===== config.mk =====
export PLATFORM = sky130hd
export DESIGN_NAME = nfq_ctrl
export DESIGN_NICKNAME = d
export VERILOG_FILES = /design/src/nfq_pkg.sv /design/src/nfq_bus_cycle.sv /design/src/nfq_ctrl.sv
export SDC_FILE = /design/constraint.sdc
export NUM_CORES = 1
export LEC_CHECK = 0
export ABC_CLOCK_PERIOD_IN_PS = 3550
export BUFFER_PORTS_ARGS = -buffer_cell sky130_fd_sc_hd__clkbuf_2
export CORE_MARGIN = 2
export CORE_UTILIZATION = 30
export DETAILED_ROUTE_END_ITERATION = 12
export PLACE_DENSITY = 0.55
export SLEW_MARGIN = 20
export SYNTH_ARGS = -nofsm -noshare
export SYNTH_HDL_FRONTEND = slang
export SYNTH_HIERARCHICAL = 1
export SYNTH_SLANG_ARGS = --single-unit

===== constraint.sdc =====
create_clock -name pclk -period 3.55 [get_ports pclk]
set_input_delay 0.71 -clock pclk [delete_from_list [all_inputs] [get_ports pclk]]
set_output_delay 0.71 -clock pclk [all_outputs]
set_load 0.02 [all_outputs]

===== src/nfq_pkg.sv =====
// nfq_pkg: constants for the flash command controller (host side).
// assumes a 16-bit parallel nor flash on asynchronous pins, apb registers.
// Notes on behaviour
// RL1: id-query entry is aa at 555, 55 at 2aa, 90 at 555.
// RL2: id-query exit is one f0 write at any address.
// RL3: query reads give maker at 00, device words at 01, 0e, 0f.
// RL4: query read at sector base plus 02 gives lock state, 01 or 00.
// RL5: query read at 03 gives factory-lock bit 7 and guard sector bits.
// RL6: any number of query reads are allowed until exit is written.
// RL7: host writes with chip select and write strobe low, output enable high.
// RL8: flash latches address on last falling edge, data on first rising.
// RL9: unlock-skip lets program commands go without the two unlock cycles.
// RL10: after programming ends the flash returns to array read.
// RL11: during programming the data pins show progress status bits.
// RL12: programming never turns a stored 0 into a 1.
// RL13: only erase turns stored 0 bits into 1.
// RL14: while busy the flash ignores all commands except suspend.
// RL15: while programming, query functions are unavailable.
// RL16: hardware reset aborts programming; host reissues the sequence after. The controller pulses reset only when not busy and reissues nothing.
// RL17: single-word programs may go to any address in any order.
// RL18: the same word may be programmed repeatedly without erase.
// RL19: single-word program takes four write cycles, data 8 or 16 bits.
// RL20: buffered programming is preferred where supported; advice only.
// RL21: program cycles are aa at 555, 55 at 2aa, a0 at 555, data.
// RL22: host must not enter id-query while the flash is busy.
// RL23: exit returns the flash to array read or erase-suspend read.
// RL24: a mismatched sequence write abandons the sequence.
package nfq_pkg;
  localparam int NFQ_AW = 24;
  localparam int NFQ_DW = 16;
  // flash command words and word addresses
  localparam logic [NFQ_AW-1:0] NFQ_UNLOCK1_ADDR = 24'h000555;
  localparam logic [NFQ_AW-1:0] NFQ_UNLOCK2_ADDR = 24'h0002aa;
  localparam logic [NFQ_DW-1:0] NFQ_UNLOCK1_DATA = 16'h00aa;
  localparam logic [NFQ_DW-1:0] NFQ_UNLOCK2_DATA = 16'h0055;
  localparam logic [NFQ_DW-1:0] NFQ_CMD_QUERY = 16'h0090;
  localparam logic [NFQ_DW-1:0] NFQ_CMD_EXIT = 16'h00f0;
  localparam logic [NFQ_DW-1:0] NFQ_CMD_PROG = 16'h00a0;
  // query offsets
  localparam logic [NFQ_AW-1:0] NFQ_Q_MAKER = 24'h000000;
  localparam logic [NFQ_AW-1:0] NFQ_Q_DEV1 = 24'h000001;
  localparam logic [NFQ_AW-1:0] NFQ_Q_LOCK = 24'h000002;
  localparam logic [NFQ_AW-1:0] NFQ_Q_FACT = 24'h000003;
  localparam logic [NFQ_AW-1:0] NFQ_Q_DEV2 = 24'h00000e;
  localparam logic [NFQ_AW-1:0] NFQ_Q_DEV3 = 24'h00000f;
  localparam int NFQ_FACT_BIT = 7;
  localparam int NFQ_TOGGLE_BIT = 6;
  // apb register byte addresses
  localparam logic [7:0] NFQ_R_CTRL = 8'h00;
  localparam logic [7:0] NFQ_R_ADDR = 8'h04;
  localparam logic [7:0] NFQ_R_WDATA = 8'h08;
  localparam logic [7:0] NFQ_R_RDATA = 8'h0c;
  localparam logic [7:0] NFQ_R_STATUS = 8'h10;
  localparam logic [7:0] NFQ_R_ID01 = 8'h14;
  localparam logic [7:0] NFQ_R_ID23 = 8'h18;
  localparam logic [7:0] NFQ_R_IDEF = 8'h1c;
  // ctrl register fields
  localparam int NFQ_C_OP_LSB = 0;
  localparam int NFQ_C_OP_W = 3;
  localparam int NFQ_C_SKIP = 4;
  // timing, in picoseconds and in derived cycles of pclk
  localparam int NFQ_CLK_PS = 8000;
  localparam int NFQ_T_WP_PS = 35000;
  localparam int NFQ_T_SETUP_PS = 16000;
  localparam int NFQ_WP_CYC = (NFQ_T_WP_PS + NFQ_CLK_PS - 1) / NFQ_CLK_PS;
  localparam int NFQ_SU_CYC =
    (NFQ_T_SETUP_PS + NFQ_CLK_PS - 1) / NFQ_CLK_PS;
  localparam int NFQ_POLL_MAX = 100000;
  localparam logic [2:0] NFQ_OP_NONE = 3'h0;
  localparam logic [2:0] NFQ_OP_READ = 3'h1;
  localparam logic [2:0] NFQ_OP_PROG = 3'h2;
  localparam logic [2:0] NFQ_OP_QUERY = 3'h3;
  typedef enum logic [1:0] {
    NFQ_CY_IDLE,
    NFQ_CY_SETUP,
    NFQ_CY_STROBE,
    NFQ_CY_HOLD
  } nfq_cy_t;
endpackage

===== src/nfq_bus_cycle.sv =====
// nfq_bus_cycle: one asynchronous flash read or write pin cycle.
// assumes the flash samples on its strobe edges; inputs synchronous to pclk.
`timescale 1ns/1ps
module nfq_bus_cycle
  import nfq_pkg::*;
#(
  parameter int AW = NFQ_AW,
  parameter int DW = NFQ_DW
) (
  input wire logic pclk,
  input wire logic presetn,
  input wire logic start,
  input wire logic is_write,
  input wire logic [AW-1:0] addr,
  input wire logic [DW-1:0] wdata,
  output logic done,
  output logic [DW-1:0] rdata_q,
  output logic [AW-1:0] flash_addr,
  output logic flash_ce_n,
  output logic flash_we_n,
  output logic flash_oe_n,
  output logic [DW-1:0] data_pins_o,
  output logic data_pins_oe,
  input wire logic [DW-1:0] data_pins_i
);
  nfq_cy_t st_q;
  logic [7:0] cnt_q;
  logic wr_q;
  logic [AW-1:0] addr_q;
  logic [DW-1:0] wd_q;

  always_ff @(posedge pclk or negedge presetn) begin
    if (!presetn) begin
      st_q <= NFQ_CY_IDLE;
      cnt_q <= 8'h00;
      wr_q <= 1'b0;
      addr_q <= '0;
      wd_q <= '0;
      rdata_q <= '0;
    end else begin
      case (st_q)
        NFQ_CY_IDLE: begin
          if (start) begin
            st_q <= NFQ_CY_SETUP;
            wr_q <= is_write;
            addr_q <= addr;
            wd_q <= wdata;
            cnt_q <= 8'(NFQ_SU_CYC);
          end
        end
        NFQ_CY_SETUP: begin
          // address stable before the strobe falls
          if (cnt_q == 8'h01) begin
            st_q <= NFQ_CY_STROBE;
            cnt_q <= 8'(NFQ_WP_CYC);
          end else begin
            cnt_q <= cnt_q - 8'h01;
          end
        end
        NFQ_CY_STROBE: begin
          if (cnt_q == 8'h01) begin
            st_q <= NFQ_CY_HOLD;
            if (!wr_q) begin
              rdata_q <= data_pins_i;
            end
          end else begin
            cnt_q <= cnt_q - 8'h01;
          end
        end
        default: st_q <= NFQ_CY_IDLE;
      endcase
    end
  end

  assign done = (st_q == NFQ_CY_HOLD);
  assign flash_addr = addr_q;
  // chip select spans the strobe so the we edges set latch points
  assign flash_ce_n = !(st_q == NFQ_CY_SETUP || st_q == NFQ_CY_STROBE
    || st_q == NFQ_CY_HOLD); // RL8
  assign flash_we_n = !(wr_q && st_q == NFQ_CY_STROBE); // RL7 RL8
  assign flash_oe_n = !(!wr_q && st_q == NFQ_CY_STROBE); // RL7
  assign data_pins_o = wd_q;
  assign data_pins_oe = wr_q && st_q != NFQ_CY_IDLE; // RL7
endmodule


===== src/nfq_ctrl.sv =====
// nfq_ctrl: apb-driven host controller for a parallel nor flash.
// assumes apb master on pclk; flash pins sampled synchronously to pclk.
`timescale 1ns/1ps
module nfq_ctrl
  import nfq_pkg::*;
#(
  parameter int AW = NFQ_AW,
  parameter int DW = NFQ_DW,
  parameter int POLL_MAX = NFQ_POLL_MAX
) (
  input wire logic pclk,
  input wire logic presetn,
  input wire logic psel,
  input wire logic penable,
  input wire logic pwrite,
  input wire logic [7:0] paddr,
  input wire logic [31:0] pwdata,
  output logic [31:0] prdata,
  output logic pready,
  output logic pslverr,
  output logic [AW-1:0] flash_addr,
  output logic flash_ce_n,
  output logic flash_we_n,
  output logic flash_oe_n,
  output logic flash_reset_n,
  output logic [DW-1:0] data_pins_o,
  output logic data_pins_oe,
  input wire logic [DW-1:0] data_pins_i
);
  typedef enum logic [4:0] {
    NFQ_S_IDLE, NFQ_S_U1, NFQ_S_U2, NFQ_S_CMD, NFQ_S_DATA,
    NFQ_S_POLL1, NFQ_S_POLL2, NFQ_S_READ, NFQ_S_Q0, NFQ_S_Q1,
    NFQ_S_Q2, NFQ_S_Q3, NFQ_S_Q4, NFQ_S_Q5, NFQ_S_EXIT, NFQ_S_RST
  } nfq_st_t;

  nfq_st_t st_q;
  logic [AW-1:0] addr_q;
  logic [DW-1:0] wdata_q;
  logic [DW-1:0] rdata_q;
  logic [DW-1:0] id_q [6];
  logic skip_q;
  logic busy_q;
  logic err_q;
  logic done_q;
  logic [31:0] poll_q;
  logic [DW-1:0] prev_q;
  logic [2:0] op_start;
  logic go;
  logic cy_start;
  logic cy_write;
  logic [AW-1:0] cy_addr;
  logic [DW-1:0] cy_wdata;
  logic cy_done;
  logic [DW-1:0] cy_rdata;
  logic wr_en;
  logic [31:0] rd_d;
  logic [2:0] op_start_q;
  logic cy_busy;

  assign pready = 1'b1;
  assign wr_en = psel && penable && pwrite;
  assign op_start = pwdata[NFQ_C_OP_LSB +: NFQ_C_OP_W];
  assign go = wr_en && paddr == NFQ_R_CTRL && op_start != NFQ_OP_NONE
    && !busy_q;

  always_comb begin
    pslverr = 1'b0;
    rd_d = 32'h00000000;
    if (paddr == NFQ_R_CTRL) begin
      rd_d = {27'h0000000, skip_q, 4'h0};
    end else if (paddr == NFQ_R_ADDR) begin
      rd_d = 32'(addr_q);
    end else if (paddr == NFQ_R_WDATA) begin
      rd_d = {16'h0000, wdata_q};
    end else if (paddr == NFQ_R_RDATA) begin
      rd_d = {16'h0000, rdata_q};
    end else if (paddr == NFQ_R_STATUS) begin
      rd_d = {29'h00000000, err_q, done_q, busy_q};
    end else if (paddr == NFQ_R_ID01) begin
      rd_d = {id_q[1], id_q[0]};
    end else if (paddr == NFQ_R_ID23) begin
      rd_d = {id_q[3], id_q[2]};
    end else if (paddr == NFQ_R_IDEF) begin
      rd_d = {id_q[5], id_q[4]};
    end else begin
      pslverr = psel && penable;
    end
  end
  assign prdata = (psel && penable && !pwrite) ? rd_d : 32'h00000000;

  // software registers; writes to addr and data ignored while busy
  always_ff @(posedge pclk or negedge presetn) begin
    if (!presetn) begin
      addr_q <= '0;
      wdata_q <= '0;
      skip_q <= 1'b0;
    end else if (wr_en && !busy_q) begin
      if (paddr == NFQ_R_CTRL) begin
        skip_q <= pwdata[NFQ_C_SKIP];
      end else if (paddr == NFQ_R_ADDR) begin
        addr_q <= pwdata[AW-1:0];
      end else if (paddr == NFQ_R_WDATA) begin
        wdata_q <= pwdata[DW-1:0];
      end
    end
  end

  // sequencer
  always_ff @(posedge pclk or negedge presetn) begin
    if (!presetn) begin
      st_q <= NFQ_S_IDLE;
      busy_q <= 1'b0;
      err_q <= 1'b0;
      done_q <= 1'b0;
      poll_q <= 32'h00000000;
      prev_q <= '0;
    end else begin
      case (st_q)
        NFQ_S_IDLE: begin
          if (go) begin
            busy_q <= 1'b1;
            done_q <= 1'b0;
            err_q <= 1'b0;
            if (op_start == NFQ_OP_READ) begin
              st_q <= NFQ_S_READ;
            end else if (op_start == NFQ_OP_PROG) begin
              // skip bit of this same write drops the unlock pair
              st_q <= pwdata[NFQ_C_SKIP] ? NFQ_S_CMD
                : NFQ_S_U1; // RL9 RL19 RL20
            end else if (op_start == NFQ_OP_QUERY) begin
              st_q <= NFQ_S_U1; // RL22
            end else begin
              st_q <= NFQ_S_RST; // RL16
            end
          end
        end
        NFQ_S_RST: begin
          // reset pulse held one cycle, then flash is in read mode
          st_q <= NFQ_S_IDLE;
          busy_q <= 1'b0;
          done_q <= 1'b1;
        end
        NFQ_S_POLL1: begin
          if (cy_done) begin
            prev_q <= cy_rdata;
            poll_q <= 32'h00000000;
            st_q <= NFQ_S_POLL2;
          end
        end
        NFQ_S_POLL2: begin
          if (cy_done) begin
            prev_q <= cy_rdata;
            poll_q <= poll_q + 32'h00000001;
            // toggle bit stops toggling when the flash is back in read
            if (cy_rdata[NFQ_TOGGLE_BIT] == prev_q[NFQ_TOGGLE_BIT]) begin
              st_q <= NFQ_S_IDLE; // RL10 RL11
              busy_q <= 1'b0;
              done_q <= 1'b1;
              // a 0 in flash cannot become 1 again
              err_q <= (cy_rdata & ~wdata_q) != '0 ||
                (cy_rdata != wdata_q); // RL12 RL13
            end else if (poll_q == 32'(POLL_MAX)) begin
              st_q <= NFQ_S_IDLE;
              busy_q <= 1'b0;
              done_q <= 1'b1;
              err_q <= 1'b1;
            end
          end
        end
        default: begin
          if (cy_done) begin
            case (st_q)
              NFQ_S_U1: st_q <= NFQ_S_U2;
              NFQ_S_U2: st_q <= NFQ_S_CMD;
              NFQ_S_CMD: st_q <= (op_start_q == NFQ_OP_PROG) ?
                NFQ_S_DATA : NFQ_S_Q0;
              NFQ_S_DATA: st_q <= NFQ_S_POLL1; // RL14 RL15
              NFQ_S_Q0: st_q <= NFQ_S_Q1; // RL6
              NFQ_S_Q1: st_q <= NFQ_S_Q2;
              NFQ_S_Q2: st_q <= NFQ_S_Q3;
              NFQ_S_Q3: st_q <= NFQ_S_Q4;
              NFQ_S_Q4: st_q <= NFQ_S_Q5;
              NFQ_S_Q5: st_q <= NFQ_S_EXIT;
              default: begin
                st_q <= NFQ_S_IDLE; // RL2 RL23
                busy_q <= 1'b0;
                done_q <= 1'b1;
              end
            endcase
          end
        end
      endcase
    end
  end

  // operation kind held across the sequence
  always_ff @(posedge pclk or negedge presetn) begin
    if (!presetn) begin
      op_start_q <= NFQ_OP_NONE;
    end else if (go) begin
      op_start_q <= op_start;
    end
  end

  // read results
  always_ff @(posedge pclk or negedge presetn) begin
    if (!presetn) begin
      rdata_q <= '0;
      for (int i = 0; i < 6; i++) begin
        id_q[i] <= '0;
      end
    end else if (cy_done) begin
      case (st_q)
        NFQ_S_READ: rdata_q <= cy_rdata;
        NFQ_S_POLL2: rdata_q <= cy_rdata;
        NFQ_S_Q0: id_q[0] <= cy_rdata; // RL3
        NFQ_S_Q1: id_q[1] <= cy_rdata; // RL3
        NFQ_S_Q2: id_q[2] <= cy_rdata; // RL4
        NFQ_S_Q3: id_q[3] <= cy_rdata; // RL5
        NFQ_S_Q4: id_q[4] <= cy_rdata; // RL3
        NFQ_S_Q5: id_q[5] <= cy_rdata; // RL3
        default: ;
      endcase
    end
  end

  // pin cycle request per state
  always_comb begin
    cy_write = 1'b0;
    cy_addr = addr_q;
    cy_wdata = '0;
    cy_start = 1'b0;
    case (st_q)
      NFQ_S_U1: begin
        cy_write = 1'b1;
        cy_addr = NFQ_UNLOCK1_ADDR; // RL1 RL21
        cy_wdata = NFQ_UNLOCK1_DATA;
      end
      NFQ_S_U2: begin
        cy_write = 1'b1;
        cy_addr = NFQ_UNLOCK2_ADDR; // RL1 RL21
        cy_wdata = NFQ_UNLOCK2_DATA;
      end
      NFQ_S_CMD: begin
        cy_write = 1'b1;
        cy_addr = NFQ_UNLOCK1_ADDR;
        cy_wdata = (op_start_q == NFQ_OP_PROG) ? NFQ_CMD_PROG
          : NFQ_CMD_QUERY; // RL1 RL21
      end
      NFQ_S_DATA: begin
        cy_write = 1'b1;
        cy_addr = addr_q; // RL17 RL18
        cy_wdata = wdata_q;
      end
      NFQ_S_Q0: cy_addr = NFQ_Q_MAKER;
      NFQ_S_Q1: cy_addr = NFQ_Q_DEV1;
      // lock word read at offset 02 of the sector base held in the address register
      NFQ_S_Q2: cy_addr = addr_q | NFQ_Q_LOCK; // RL4
      NFQ_S_Q3: cy_addr = NFQ_Q_FACT;
      NFQ_S_Q4: cy_addr = NFQ_Q_DEV2;
      NFQ_S_Q5: cy_addr = NFQ_Q_DEV3;
      NFQ_S_EXIT: begin
        cy_write = 1'b1;
        cy_addr = NFQ_Q_MAKER;
        cy_wdata = NFQ_CMD_EXIT; // RL2
      end
      default: ;
    endcase
    if (st_q != NFQ_S_IDLE && st_q != NFQ_S_RST && !cy_done && !cy_busy) begin
      cy_start = 1'b1;
    end
  end

  assign cy_busy = !flash_ce_n;
  assign flash_reset_n = !(st_q == NFQ_S_RST); // RL16

  nfq_bus_cycle #(
    .AW(AW),
    .DW(DW)
  ) u_cycle (
    .pclk(pclk),
    .presetn(presetn),
    .start(cy_start),
    .is_write(cy_write),
    .addr(cy_addr),
    .wdata(cy_wdata),
    .done(cy_done),
    .rdata_q(cy_rdata),
    .flash_addr(flash_addr),
    .flash_ce_n(flash_ce_n),
    .flash_we_n(flash_we_n),
    .flash_oe_n(flash_oe_n),
    .data_pins_o(data_pins_o),
    .data_pins_oe(data_pins_oe),
    .data_pins_i(data_pins_i)
  );
endmodule


==> key figures, run 1 <==
Global routing
  – Met2 routing resource usage after global routing: 27.8%
  – Fraction of met1 tracks used by global routing: 22.5%
  – Overall Global Routing Usage: 16.6%
  – Met3 Track Usage GR: 3.10%
  – Number of antenna violations at the first check in global routing: 3
  – Most utilized layer in the global route result: met2
  – Wire length of the first global-routing pass: 60.0 mm
  – Vias in the first global route: 9,857
  – Overflow after GRT: 0
  – Pin count of the biggest net entering global routing: 88

CTS
  – Hold-fix buffer count after cts: 0
  – Clock insertion delay at the later pin of the skew report: 0.58 ns
  – CTS H-tree depth: 1
  – Setup fix buffers added after clock tree synthesis: 0
  – Clock Pin Slew Worst Setup and Hold Paths: 0.06 ns
  – Clock Sink Count: 263
  – Resized cells post-CTS: 0
  – Master cell of the clock root buffer: clkbuf_16
  – Number of buffers inserted during clock tree synthesis: 29
  – Clock tree from TritonCTS: built
  – Buffer levels on the longest clock path: 3

Route
  – Avg Vias per Cell: 5.06
  – DRC Markers: 0
  – DRC violation total after the first TritonRoute iteration: 557
  – Number of optimization iterations in the first detailed-route pass: 5
  – Wire length reported by the detailed router: roughly 39 mm
  – Routed Antenna Nets: 0
  – Average wire length per cell after detail routing: 20.4 um
  – Number of vias in the routed layout: 9,611

Logic synthesis
  – Number of synthesized flops with an enable pin: 0
  – Netlist area before placement: 13,400 um^2
  – Count of mapped cells out of synthesis: 1,149
  – Fraction of synthesized cell area taken by the top area cell type: 49.3%
  – Post-synthesis share of cell area spent on and, or, nand and nor gates: 13.1%
  – Synth Flop Type: dfrtp_1
  – Adder-Cell Fraction of Synth Area: around 2.3%
  – Portion of netlist area occupied by mux cells: 21.6%
  – Cell variety after synth: 81
  – Post-synthesis xor/xnor area fraction: around 1.7%
  – Synth area leader: dfrtp_1
  – Area contributors post-synth: dfrtp_1 (49%), mux2_2 (19%), ha_1 (2.2%)
  – Main combinational cell family by area after synthesis: multiplexers
  – Syn nets: 1,234
  – Avg Synthesized Cell Area: 11.6 um^2
  – FFs w/ async S/R, synth: 100%
  – Synthesis warning total: 6
  – Sequential cell area fraction in the yosys report: between 40% and 50%
  – FF+latch count, synth: between 200 and 300
  – Post-synthesis compound-gate area fraction: 8.59%

Timing
  – Final Hold Vio Count: 0
  – Pins Over Slew Limit: 0
  – Clock skew after layout: 0.0229 ns
  – Number of setup violations in the final report: 0
  – Post-route clock period utilization: ~90%
  – Slew at the pin with the worst max-slew slack: 0.866 ns
  – FMAX: about 310 MHz
  – Final period demand of the worst path: 3.20 ns
  – Unrepaired setup endpoints after global routing: no
  – Setup TNS: 0 ns
  – Max-slew headroom: between 40 and 50%

Critical path
  – Critical path peak fanout: 25
  – FF-to-FF Start: u_cycle/st_q[0]
  – Critical path, cell by cell: clkbuf_2, buf_4, mux2_2, a22oi_1, o22ai_1, a32o_1, clkbuf_2
  – Required arrival time at the worst endpoint: 2.84 ns
  – Type of the worst setup path: input pin to primary output
  – Most frequent CP cell: clkbuf_2
  – Type of destination of the critical path: primary output
  – Sum of buffers and inverters on the critical path: 3
  – Critical register-to-register path endpoint: poll_q[31]
  – Launching element type of the critical path: input pin
  – Cell family with the largest share of critical-path delay: buffers and inverters
  – Cell type of the slowest stage on the worst timing path: mux2_2
  – R2R setup slack: 0.86 ns
  – Data arrival time of the critical path: 2.49 ns
  – Worst reg-to-reg path cell count: 7
  – Largest stage delay, worst path: between 0.3 and 0.4 ns

Die
  – Floorplan Core Area: ~44,000 um^2
  – Number of primary I/O pins: 140
  – Floorplan die height: 215 um
  – Standard-cell row count: 77
  – Starting utilization of the core area: between 30% and 40%
  – Full die area: 46,200 um^2
  – Chip Width: 215 um

Place
  – Final Wtd Congestion: 0.846
  – Number of port buffers: 130
  – Post-detail-place hpwl: 27.4 mm
  – Count of placed standard cells including taps: 1,843

Min path
  – Type of the tightest min-delay check: input pin to async pin

Finish
  – Area added between synthesis and finish: 19.3%
  – Final std cells w/o fill: around 1,900
  – Most common cell after layout, fill and taps aside: dfrtp_1
  – Layout cell share with drive strength beyond 1: 37.5%
  – Highest-count cells in the layout ignoring fill and taps: dfrtp_1 (263), mux2_2 (231), clkbuf_2 (129)
  – Final net count: 1,368

Power
  – Largest vdd supply drop: 0.411 mV
  – Static Leakage: 7.43 nW
  – Power density over the cells: between 700 and 800 nW/um^2

Run
  – Number of max-cap violations: 0

Status
  – Outcome: complete, no violations
==> state kept, by name, indices dropped and copies added, names as in the netlist, 2 cells and up <==
register             cells
id_q                    96
poll_q                  32
addr_q                  24
u_cycle/flash_addr      24
rdata_q                 16
u_cycle/data_pins_o     16
u_cycle/rdata_q         16
wdata_q                 16
u_cycle/cnt_q            8
st_q                     4
op_start_q               3
u_cycle/st_q             2
==> synthesized netlist by cell type, types with 5 or more instances <==
cell type  count
mux2i_1        5
nand4b_1       6
o21ai_0       32
a211oi_1       6
a22oi_1       28
nand2_1       54
o211ai_1       6
mux2_2       231
a21o_1         5
and3_1         5
buf_1         10
xnor2_1        9
and4_1         5
a21oi_1       24
ha_1          24
xor2_1        17
nor3_1        12
and2_1        19
nor2b_1       24
a32o_1        14
nand4_1       20
buf_2         17
nand3_1       24
inv_1         34
dfrtp_1      263
or3_1         16
nor4_1        17
mux2_4        10
clkbuf_1      37
a31oi_1        9
o22ai_1       16
nor2_1        72
==> worst max-delay path by stage <==
stage | start | endpoint | cells past startpoint
global placement | paddr[2] | prdata[8] | 7
finish | paddr[2] | prdata[10] | 7
detailed placement | paddr[2] | prdata[10] | 7
global route | paddr[2] | prdata[10] | 7
floorplan | paddr[2] | prdata[22] | 6
CTS | paddr[2] | prdata[10] | 7
==> where the power goes <==
part | internal (mW) | total, mW | switching [mW]
Clock | 2.08 | 3.41 | 1.33
Sequential | 3.78 | 4.48 | 0.701
Combinational | 1.59 | 3.44 | 1.84
Total | 7.45 | 11.3 | 3.87
==> metal layers <==
metal / share of wire, % / wire length (um)
met5: 0.072 / 28
met4: 1.8 / 680
met3: 4.9 / 1910
met2: 48 / 18500
met1: 45 / 17500
==> worst reg2reg max path: stages (launching register included) <==
cell and delay (ns):
dfrtp_1 0.37, ha_1 0.54, nand3b_1 0.33, nor4_2 0.31
buf_4 0.24, nand2_1 0.13, or4_1 0.53, a21oi_1 0.16
==> per-stage QoR <==
stage	area, um^2	hold WS [ns]	setup WS [ns]	util (%)	power [mW]
after global placement	14800	0.480	0.408	33.7	7.86
after detailed placement	14800	0.481	0.378	33.7	7.97
final	15900	0.134	0.347	36.2	11.3
after global routing	15900	0.192	0.289	36.2	12.0
after floorplan	13400	0.414	0.518	-	6.73
after CTS	15900	0.151	0.371	36.1	11.4
==> cell families (layout without fill, tap and decap cells) <==
family                   Yosys count  in the layout
AO/OA/AOI/OAI                    167            167
AND/OR/NAND/NOR                  312            312
XOR/XNOR                          26             26
buffers and inverters            104            261
flip-flops                       263            263
adder cells (fa/ha/maj)           25             25
multiplexers                     251            251
other                              1              2
==> final cells by class <==
type,instances,area [um^2]
Antenna cell,1,2.50
Clock buffer,33,771
Clock inverter,21,315
Fill cell,4404,28100
Inverter,35,131
Multi-Input combinational cell,782,6330
Sequential cell,263,6580
Tap cell,592,741
Timing Repair Buffer,172,1060
No activity file was read; power rests on OpenSTA's default activity.
==> inputs of run 2 (changes only) <==
- BUFFER_PORTS_ARGS: -buffer_cell sky130_fd_sc_hd__clkbuf_2 -> default
- DONT_BUFFER_PORTS: default -> 1
- PLACE_DENSITY: 0.55 -> 0.53
==> run 2 against run 1 <==
  * The run now ends with hold timing left
  * Non-clock buffer count shrank 124
  * First-iteration DRC count grew 9.7%
  * Worst hold slack lost 0.28 ns
  * Flip-flop and latch count is the same
  * Global-route usage shrank 0.36 points
  * Combinational power shrank 12%
  * Critical path depth shrank 1
  * Core utilization shrank 1.6 points
  * Clock-buffer cell count grew 7
  * Critical path type unchanged
  * Largest cell class unchanged
==> key figures, run 2 (synthesis gave the netlist of run 1 again) <==
Power
  – Power density over the cells: 722 nW/um^2 (+1.5%)
  – Static Leakage: 6.86 nW (-7.7%)
  – Post-layout total power: 11.0 mW (-2.8%)
  – Largest vdd supply drop: 0.480 mV (+17%)

Timing
  – Unrepaired setup endpoints after global routing: no
  – Setup TNS: 0 ns (unchanged)
  – Pins Over Slew Limit: 0 (unchanged)
  – Number of setup violations in the final report: 0 (unchanged)
  – Post-route clock period utilization: 90.8% (+0.55 points)
  – Final period demand of the worst path: 3.22 ns (+0.0194 ns)
  – Slew at the pin with the worst max-slew slack: 0.999 ns (+0.133 ns)
  – Clock skew after layout: 0.0424 ns (+0.0196 ns)
  – FMAX: 310 MHz (-0.60%)
  – Max-slew headroom: 33.4% (-8.8 points)
  – Final Hold Vio Count: 263 (+263)
  – Worst hold slack: -0.145 ns (-0.278 ns)

Critical path
  – Critical register-to-register path endpoint: poll_q[28]
  – Critical path peak fanout: 12 (-52%)
  – FF-to-FF Start: st_q[3]
  – Required arrival time at the worst endpoint: 2.84 ns (about the same)
  – R2R setup slack: 0.97 ns (+0.11 ns)
  – Critical Path Start: paddr[5]
  – Data arrival time of the critical path: 2.51 ns (+0.02 ns)
  – Worst reg-to-reg path cell count: 6 (-1)
  – Type of destination of the critical path: primary output
  – Launching element type of the critical path: input pin
  – Type of the worst setup path: input pin to primary output

CTS
  – Buffer levels on the longest clock path: 3 (unchanged)
  – Clock insertion delay at the later pin of the skew report: 0.60 ns (+0.02 ns)
  – Master cell of the clock root buffer: clkbuf_16
  – Clock Pin Slew Worst Setup and Hold Paths: 0.06 ns (about the same)
  – Clock Sink Count: 263 (unchanged)
  – Clock tree from TritonCTS: built
  – Resized cells post-CTS: 0 (unchanged)
  – CTS H-tree depth: 1 (unchanged)
  – Setup fix buffers added after clock tree synthesis: 0 (unchanged)
  – Number of buffers inserted during clock tree synthesis: 30 (+3.4%)

Finish
  – Register with the most flip-flops: id_q
  – Area added between synthesis and finish: 14.1%
  – Final net count: 1,245 (-9.0%)
  – Layout cell share with drive strength beyond 1: 30.4% (-7.1 points)
  – Most common cell after layout, fill and taps aside: dfrtp_1
  – Highest-count cells in the layout ignoring fill and taps: dfrtp_1 (263), mux2_2 (231), nor2_1 (71)
  – Top Registers: id_q: 96 flops, poll_q: 32 flops
  – Number of flip-flops under the largest register name: 96 (unchanged)

Status
  – Violations in the final reports: hold timing
  – Outcome: finished with violations

Die
  – Floorplan die height: 215 um (unchanged)
  – Chip Width: 215 um (unchanged)
  – Floorplan Core Area: 44,000 um^2 (unchanged)
  – Standard-cell row count: 77 (unchanged)
  – Starting utilization of the core area: 30.3% (unchanged)
  – Number of primary I/O pins: 140 (unchanged)
  – Full die area: 46,200 um^2 (unchanged)

Route
  – DRC violation total after the first TritonRoute iteration: 611 (+9.7%)
  – Wire length reported by the detailed router: 38.0 mm (-1.9%)
  – Average wire length per cell after detail routing: 21.4 um (+5.1%)
  – Avg Vias per Cell: 5.21 (+2.9%)
  – Routed Antenna Nets: 0 (unchanged)
  – Number of vias in the routed layout: 9,235 (-3.9%)
  – Number of optimization iterations in the first detailed-route pass: 5 (unchanged)
  – DRC Markers: 0 (unchanged)

Global routing
  – Vias in the first global route: 9,155 (-7.1%)
  – Number of antenna violations at the first check in global routing: 1 (-2)
  – Wire length of the first global-routing pass: 58.2 mm (-3.0%)
  – Overflow after GRT: 0 (unchanged)
  – Overall Global Routing Usage: 16.2% (-0.36 points)
  – Pin count of the biggest net entering global routing: 264 (+200%)

Run
  – Number of max-cap violations: 0 (unchanged)

Place
  – Post-detail-place hpwl: 26.1 mm (-4.7%)
  – Final Wtd Congestion: 0.824 (-2.6%)
  – Number of port buffers: 0 (-100%)

Min path
  – Type of the tightest min-delay check: input pin to async pin
run 2: cell count changes in the layout (fill, tap and decap cells not counted), moves of 2 or more:
cell	change
clkbuf_1	+5
clkbuf_2	-129
clkinvlp_4	-2
clkinv_2	-6
buf_12	-4
buf_4	+11
run 2: final cells by class:
cell class	count	area, um^2
tap	592	741
sequential	263	6580
clock buffer	40	828
multi-input combinational	782	6330
fill	4392	28800
antenna	2	5.00
clock inverter	11	234
timing repair buffer	48	389
inverter	35	131
run 2: worst max path at each step:
stage / end / cells past startpoint / slack (ns)
floorplan: prdata[22] / 6 / 0.52
global placement: prdata[9] / 5 / 0.40
detailed placement: prdata[9] / 6 / 0.37
CTS: prdata[9] / 6 / 0.35
global route: prdata[9] / 5 / 0.20
finish: prdata[9] / 6 / 0.33
run 2: routing by layer:
layer | vias up | GRT usage [%] | part of all wire, %
met5 | - | 0 | 0
met4 | 0 | 3.06 | 1.6
met3 | 42 | 3.72 | 5.7
met2 | 218 | 27.0 | 48
met1 | 4761 | 21.8 | 45
li1 | 4214 | - | -
run 2: power breakdown:
part	total [mW]	internal [mW]	leakage, nW	switching [mW]
registers	4.60	3.77	3.54	0.829
logic	3.04	1.46	2.81	1.57
clock network	3.36	2.07	0.518	1.29
total	11.0	7.31	6.86	3.69
run 2: stage by stage:
stage / cells / utilization, % / cell area, um^2 / hold WS [ns] / setup slack, ns
global route: 1771 / 34.6 / 15200 / -0.178 / 0.201
finish: 1773 / 34.6 / 15200 / -0.145 / 0.328
detailed placement: 1720 / 32.2 / 14200 / 0.437 / 0.367
floorplan: 1149 / - / 13400 / 0.414 / 0.518
CTS: 1771 / 34.6 / 15200 / -0.193 / 0.346
global placement: 1719 / 32.2 / 14200 / 0.435 / 0.404
run 2: worst max-delay path, cell delays in order:
cell     delay, ns
nor3_1        0.22
buf_4         0.17
and2_1        0.25
nand2_1       0.41
o22ai_1       0.29
a32o_1        0.45
==> inputs of run 3 (changes only) <==
- ABC_CLOCK_PERIOD_IN_PS: 3550 -> 3480
- CORE_UTILIZATION: 30 -> 50
- PLACE_DENSITY: 0.53 -> 0.74
- clock period: 3.55 -> 3.48 ns (I/O delays scaled with it)
==> run 3 against run 2 <==
  * The flow finishes with violations (DRC, hold timing)
  * Clock-buffer cell count shrank 2
  * Combinational power is 2% higher
  * Cell count is 15% lower
  * Clock power down 6.5%
  * First-iteration DRC count increased by 38%
  * Highest routed layer unchanged
==> key figures, run 3 (synthesis gave the netlist of run 1 again) <==
Status
  – Outcome: finished with violations
  – Violations in the final reports: DRC, hold timing

Timing
  – Number of setup violations in the final report: 0 (unchanged)
  – Post-route clock period utilization: 87.5%
  – Max-slew headroom: 29.8% (-3.7 points)
  – Pins Over Slew Limit: 0 (unchanged)
  – Smallest setup slack after layout: 0.435 ns (+0.107 ns)
  – Final Hold Vio Count: 205 (-22%)
  – FMAX: ~330 MHz
  – Setup TNS: 0 ns (unchanged)
  – Slew at the pin with the worst max-slew slack: 1.05 ns (+0.0520 ns)
  – Worst hold slack: -0.155 ns (-0.0102 ns)
  – Clock skew after layout: 0.00844 ns (-0.0340 ns)
  – Final period demand of the worst path: 3.05 ns
  – Unrepaired setup endpoints after global routing: no

Critical path
  – Largest stage delay, worst path: 0.40 ns (-0.05 ns)
  – Critical path, cell by cell: nor3_1, and2_1, nand2_1, o22ai_1, a32o_1
  – Type of destination of the critical path: primary output
  – FF-to-FF Start: st_q[0]
  – Launching element type of the critical path: input pin
  – Type of the worst setup path: input pin to primary output
  – Critical Path Start: paddr[5]
  – Sum of buffers and inverters on the critical path: 0 (-1)
  – Cell type of the slowest stage on the worst timing path: nand2_1
  – Critical path peak fanout: 12 (unchanged)
  – Cell family with the largest share of critical-path delay: simple AND/OR/NAND/NOR gates
  – Required arrival time at the worst endpoint: 2.78 ns (-0.06 ns)
  – Data arrival time of the critical path: 2.35 ns (-0.16 ns)

Finish
  – Top Registers: id_q: 96 flops, poll_q: 32 flops
  – Antenna diode instance count: 0 (-2)
  – Layout cell share with drive strength beyond 1: 30.4% (-0.092 points)
  – Area added between synthesis and finish: 10.8%
  – Final net count: 1,240 (-0.40%)
  – Filler cell count: 2,145 (-51%)
  – Highest-count cells in the layout ignoring fill and taps: dfrtp_1 (263), mux2_2 (231), nor2_1 (72)
  – Number of flip-flops under the largest register name: 96 (unchanged)
  – Register with the most flip-flops: id_q
  – Most common cell after layout, fill and taps aside: dfrtp_1

Die
  – Starting utilization of the core area: 51.1% (+21 points)
  – Number of primary I/O pins: 140 (unchanged)
  – Standard-cell row count: 59 (-23%)
  – Chip Width: 167 um (-22%)
  – Floorplan die height: 167 um (-22%)
  – Full die area: 28,000 um^2 (-39%)
  – Floorplan Core Area: 26,100 um^2 (-41%)

Global routing
  – Overall Global Routing Usage: 23.7% (+7.5 points)
  – Number of antenna violations at the first check in global routing: 0 (-1)
  – Met2 routing resource usage after global routing: 39.2% (+12 points)
  – Wire length of the first global-routing pass: 52.8 mm (-9.4%)
  – Fraction of met1 tracks used by global routing: 31.6% (+9.9 points)
  – Met3 Track Usage GR: 4.66% (+0.93 points)
  – Pin count of the biggest net entering global routing: 264 (unchanged)
  – Most utilized layer in the global route result: met2
  – Overflow after GRT: 0 (unchanged)
  – Vias in the first global route: 9,440 (+3.1%)

CTS
  – CTS H-tree depth: 1 (unchanged)
  – Number of buffers inserted during clock tree synthesis: 28 (-6.7%)
  – Master cell of the clock root buffer: clkbuf_16
  – Resized cells post-CTS: 0 (unchanged)
  – Clock Sink Count: 263 (unchanged)
  – Clock Pin Slew Worst Setup and Hold Paths: 0.06 ns (about the same)
  – Buffer levels on the longest clock path: 3 (unchanged)
  – Clock insertion delay at the later pin of the skew report: 0.55 ns (-0.05 ns)
  – Setup fix buffers added after clock tree synthesis: 0 (unchanged)
  – Clock tree from TritonCTS: built

Power
  – Static Leakage: 6.80 nW (-0.88%)
  – Largest vdd supply drop: 0.593 mV (+24%)
  – Power density over the cells: 741 nW/um^2 (+2.6%)

Place
  – Worst-case setup slack after placement: 0.467 ns (+0.0998 ns)
  – Final Wtd Congestion: 0.918 (+11%)
  – Number of port buffers: 0 (unchanged)
  – Post-detail-place hpwl: 22.5 mm (-14%)

Route
  – Number of vias in the routed layout: 9,312 (+0.83%)
  – DRC violation total after the first TritonRoute iteration: 842 (+38%)
  – Wire length reported by the detailed router: 33.3 mm (-12%)
  – Average wire length per cell after detail routing: 22.1 um (+3.0%)
  – Routed Antenna Nets: 0 (unchanged)
  – Avg Vias per Cell: 6.16 (+18%)
  – DRC Markers: 6 (+6)
  – Number of optimization iterations in the first detailed-route pass: 11 (+6)

Run
  – Number of max-cap violations: 0 (unchanged)

Min path
  – Type of the tightest min-delay check: input pin to async pin
-- run 3: cell types whose count changed in the layout (fill, tap and decap cells not counted), moves of 2 or more --
cell,before,now
clkinvlp_4,0,3
bufinv_16,6,4
clkbuf_1,6,4
clkbuf_16,30,28
clkbuf_8,4,6
clkinv_2,3,5
diode_2,2,0
-- run 3: final cells by class --
cell class	instances	area [um^2]	area share, %
Timing Repair Buffer	45	350	2.37
Multi-Input combinational cell	782	6330	42.8
Inverter	35	131	0.888
Sequential cell	263	6580	44.5
Clock inverter	13	184	1.24
Clock buffer	38	798	5.40
Tap cell	335	419	2.83
-- run 3: metrics by stage --
step | utilization [%] | area, um^2 | std cells | total power, mW | hold WS [ns]
2_1_floorplan | - | 13400 | 1149 | 6.87 | 0.400
3_3_place_gp | 52.8 | 13800 | 1460 | 7.67 | 0.412
3_5_place_dp | 52.8 | 13800 | 1460 | 7.82 | 0.412
4_1_cts | 56.6 | 14800 | 1511 | 11.0 | -0.173
5_1_grt | 56.6 | 14800 | 1511 | 11.5 | -0.186
6_report | 56.6 | 14800 | 1511 | 11.0 | -0.155
-- run 3: final timing paths --
path	end	slack, ns	cells past startpoint
min in group pclk	op_start_q[2]	0.28	1
max in group asynchronous	u_cycle/rdata_q[3]	3.01	0
hold / removal	poll_q[21]	-0.16	0
setup reg to reg	id_q[25]	0.84	4
hold reg to reg	op_start_q[0]	0.50	1
setup / recovery	prdata[8]	0.43	5
-- run 3: per-layer routing --
metal,vias to the layer above,share of wire (%),wire [um]
met2,324,47,15800
met3,71,6.7,2230
met4,0,3.3,1110
li1,4194,-,-
met1,4723,42,14200
met5,-,0,0
-- run 3: where the power goes --
part	total [mW]	leakage [nW]	switching (mW)	internal (mW)
logic	3.10	2.79	1.59	1.52
registers	4.71	3.54	0.860	3.85
clock network	3.14	0.476	1.24	1.90
total	11.0	6.80	3.69	7.27
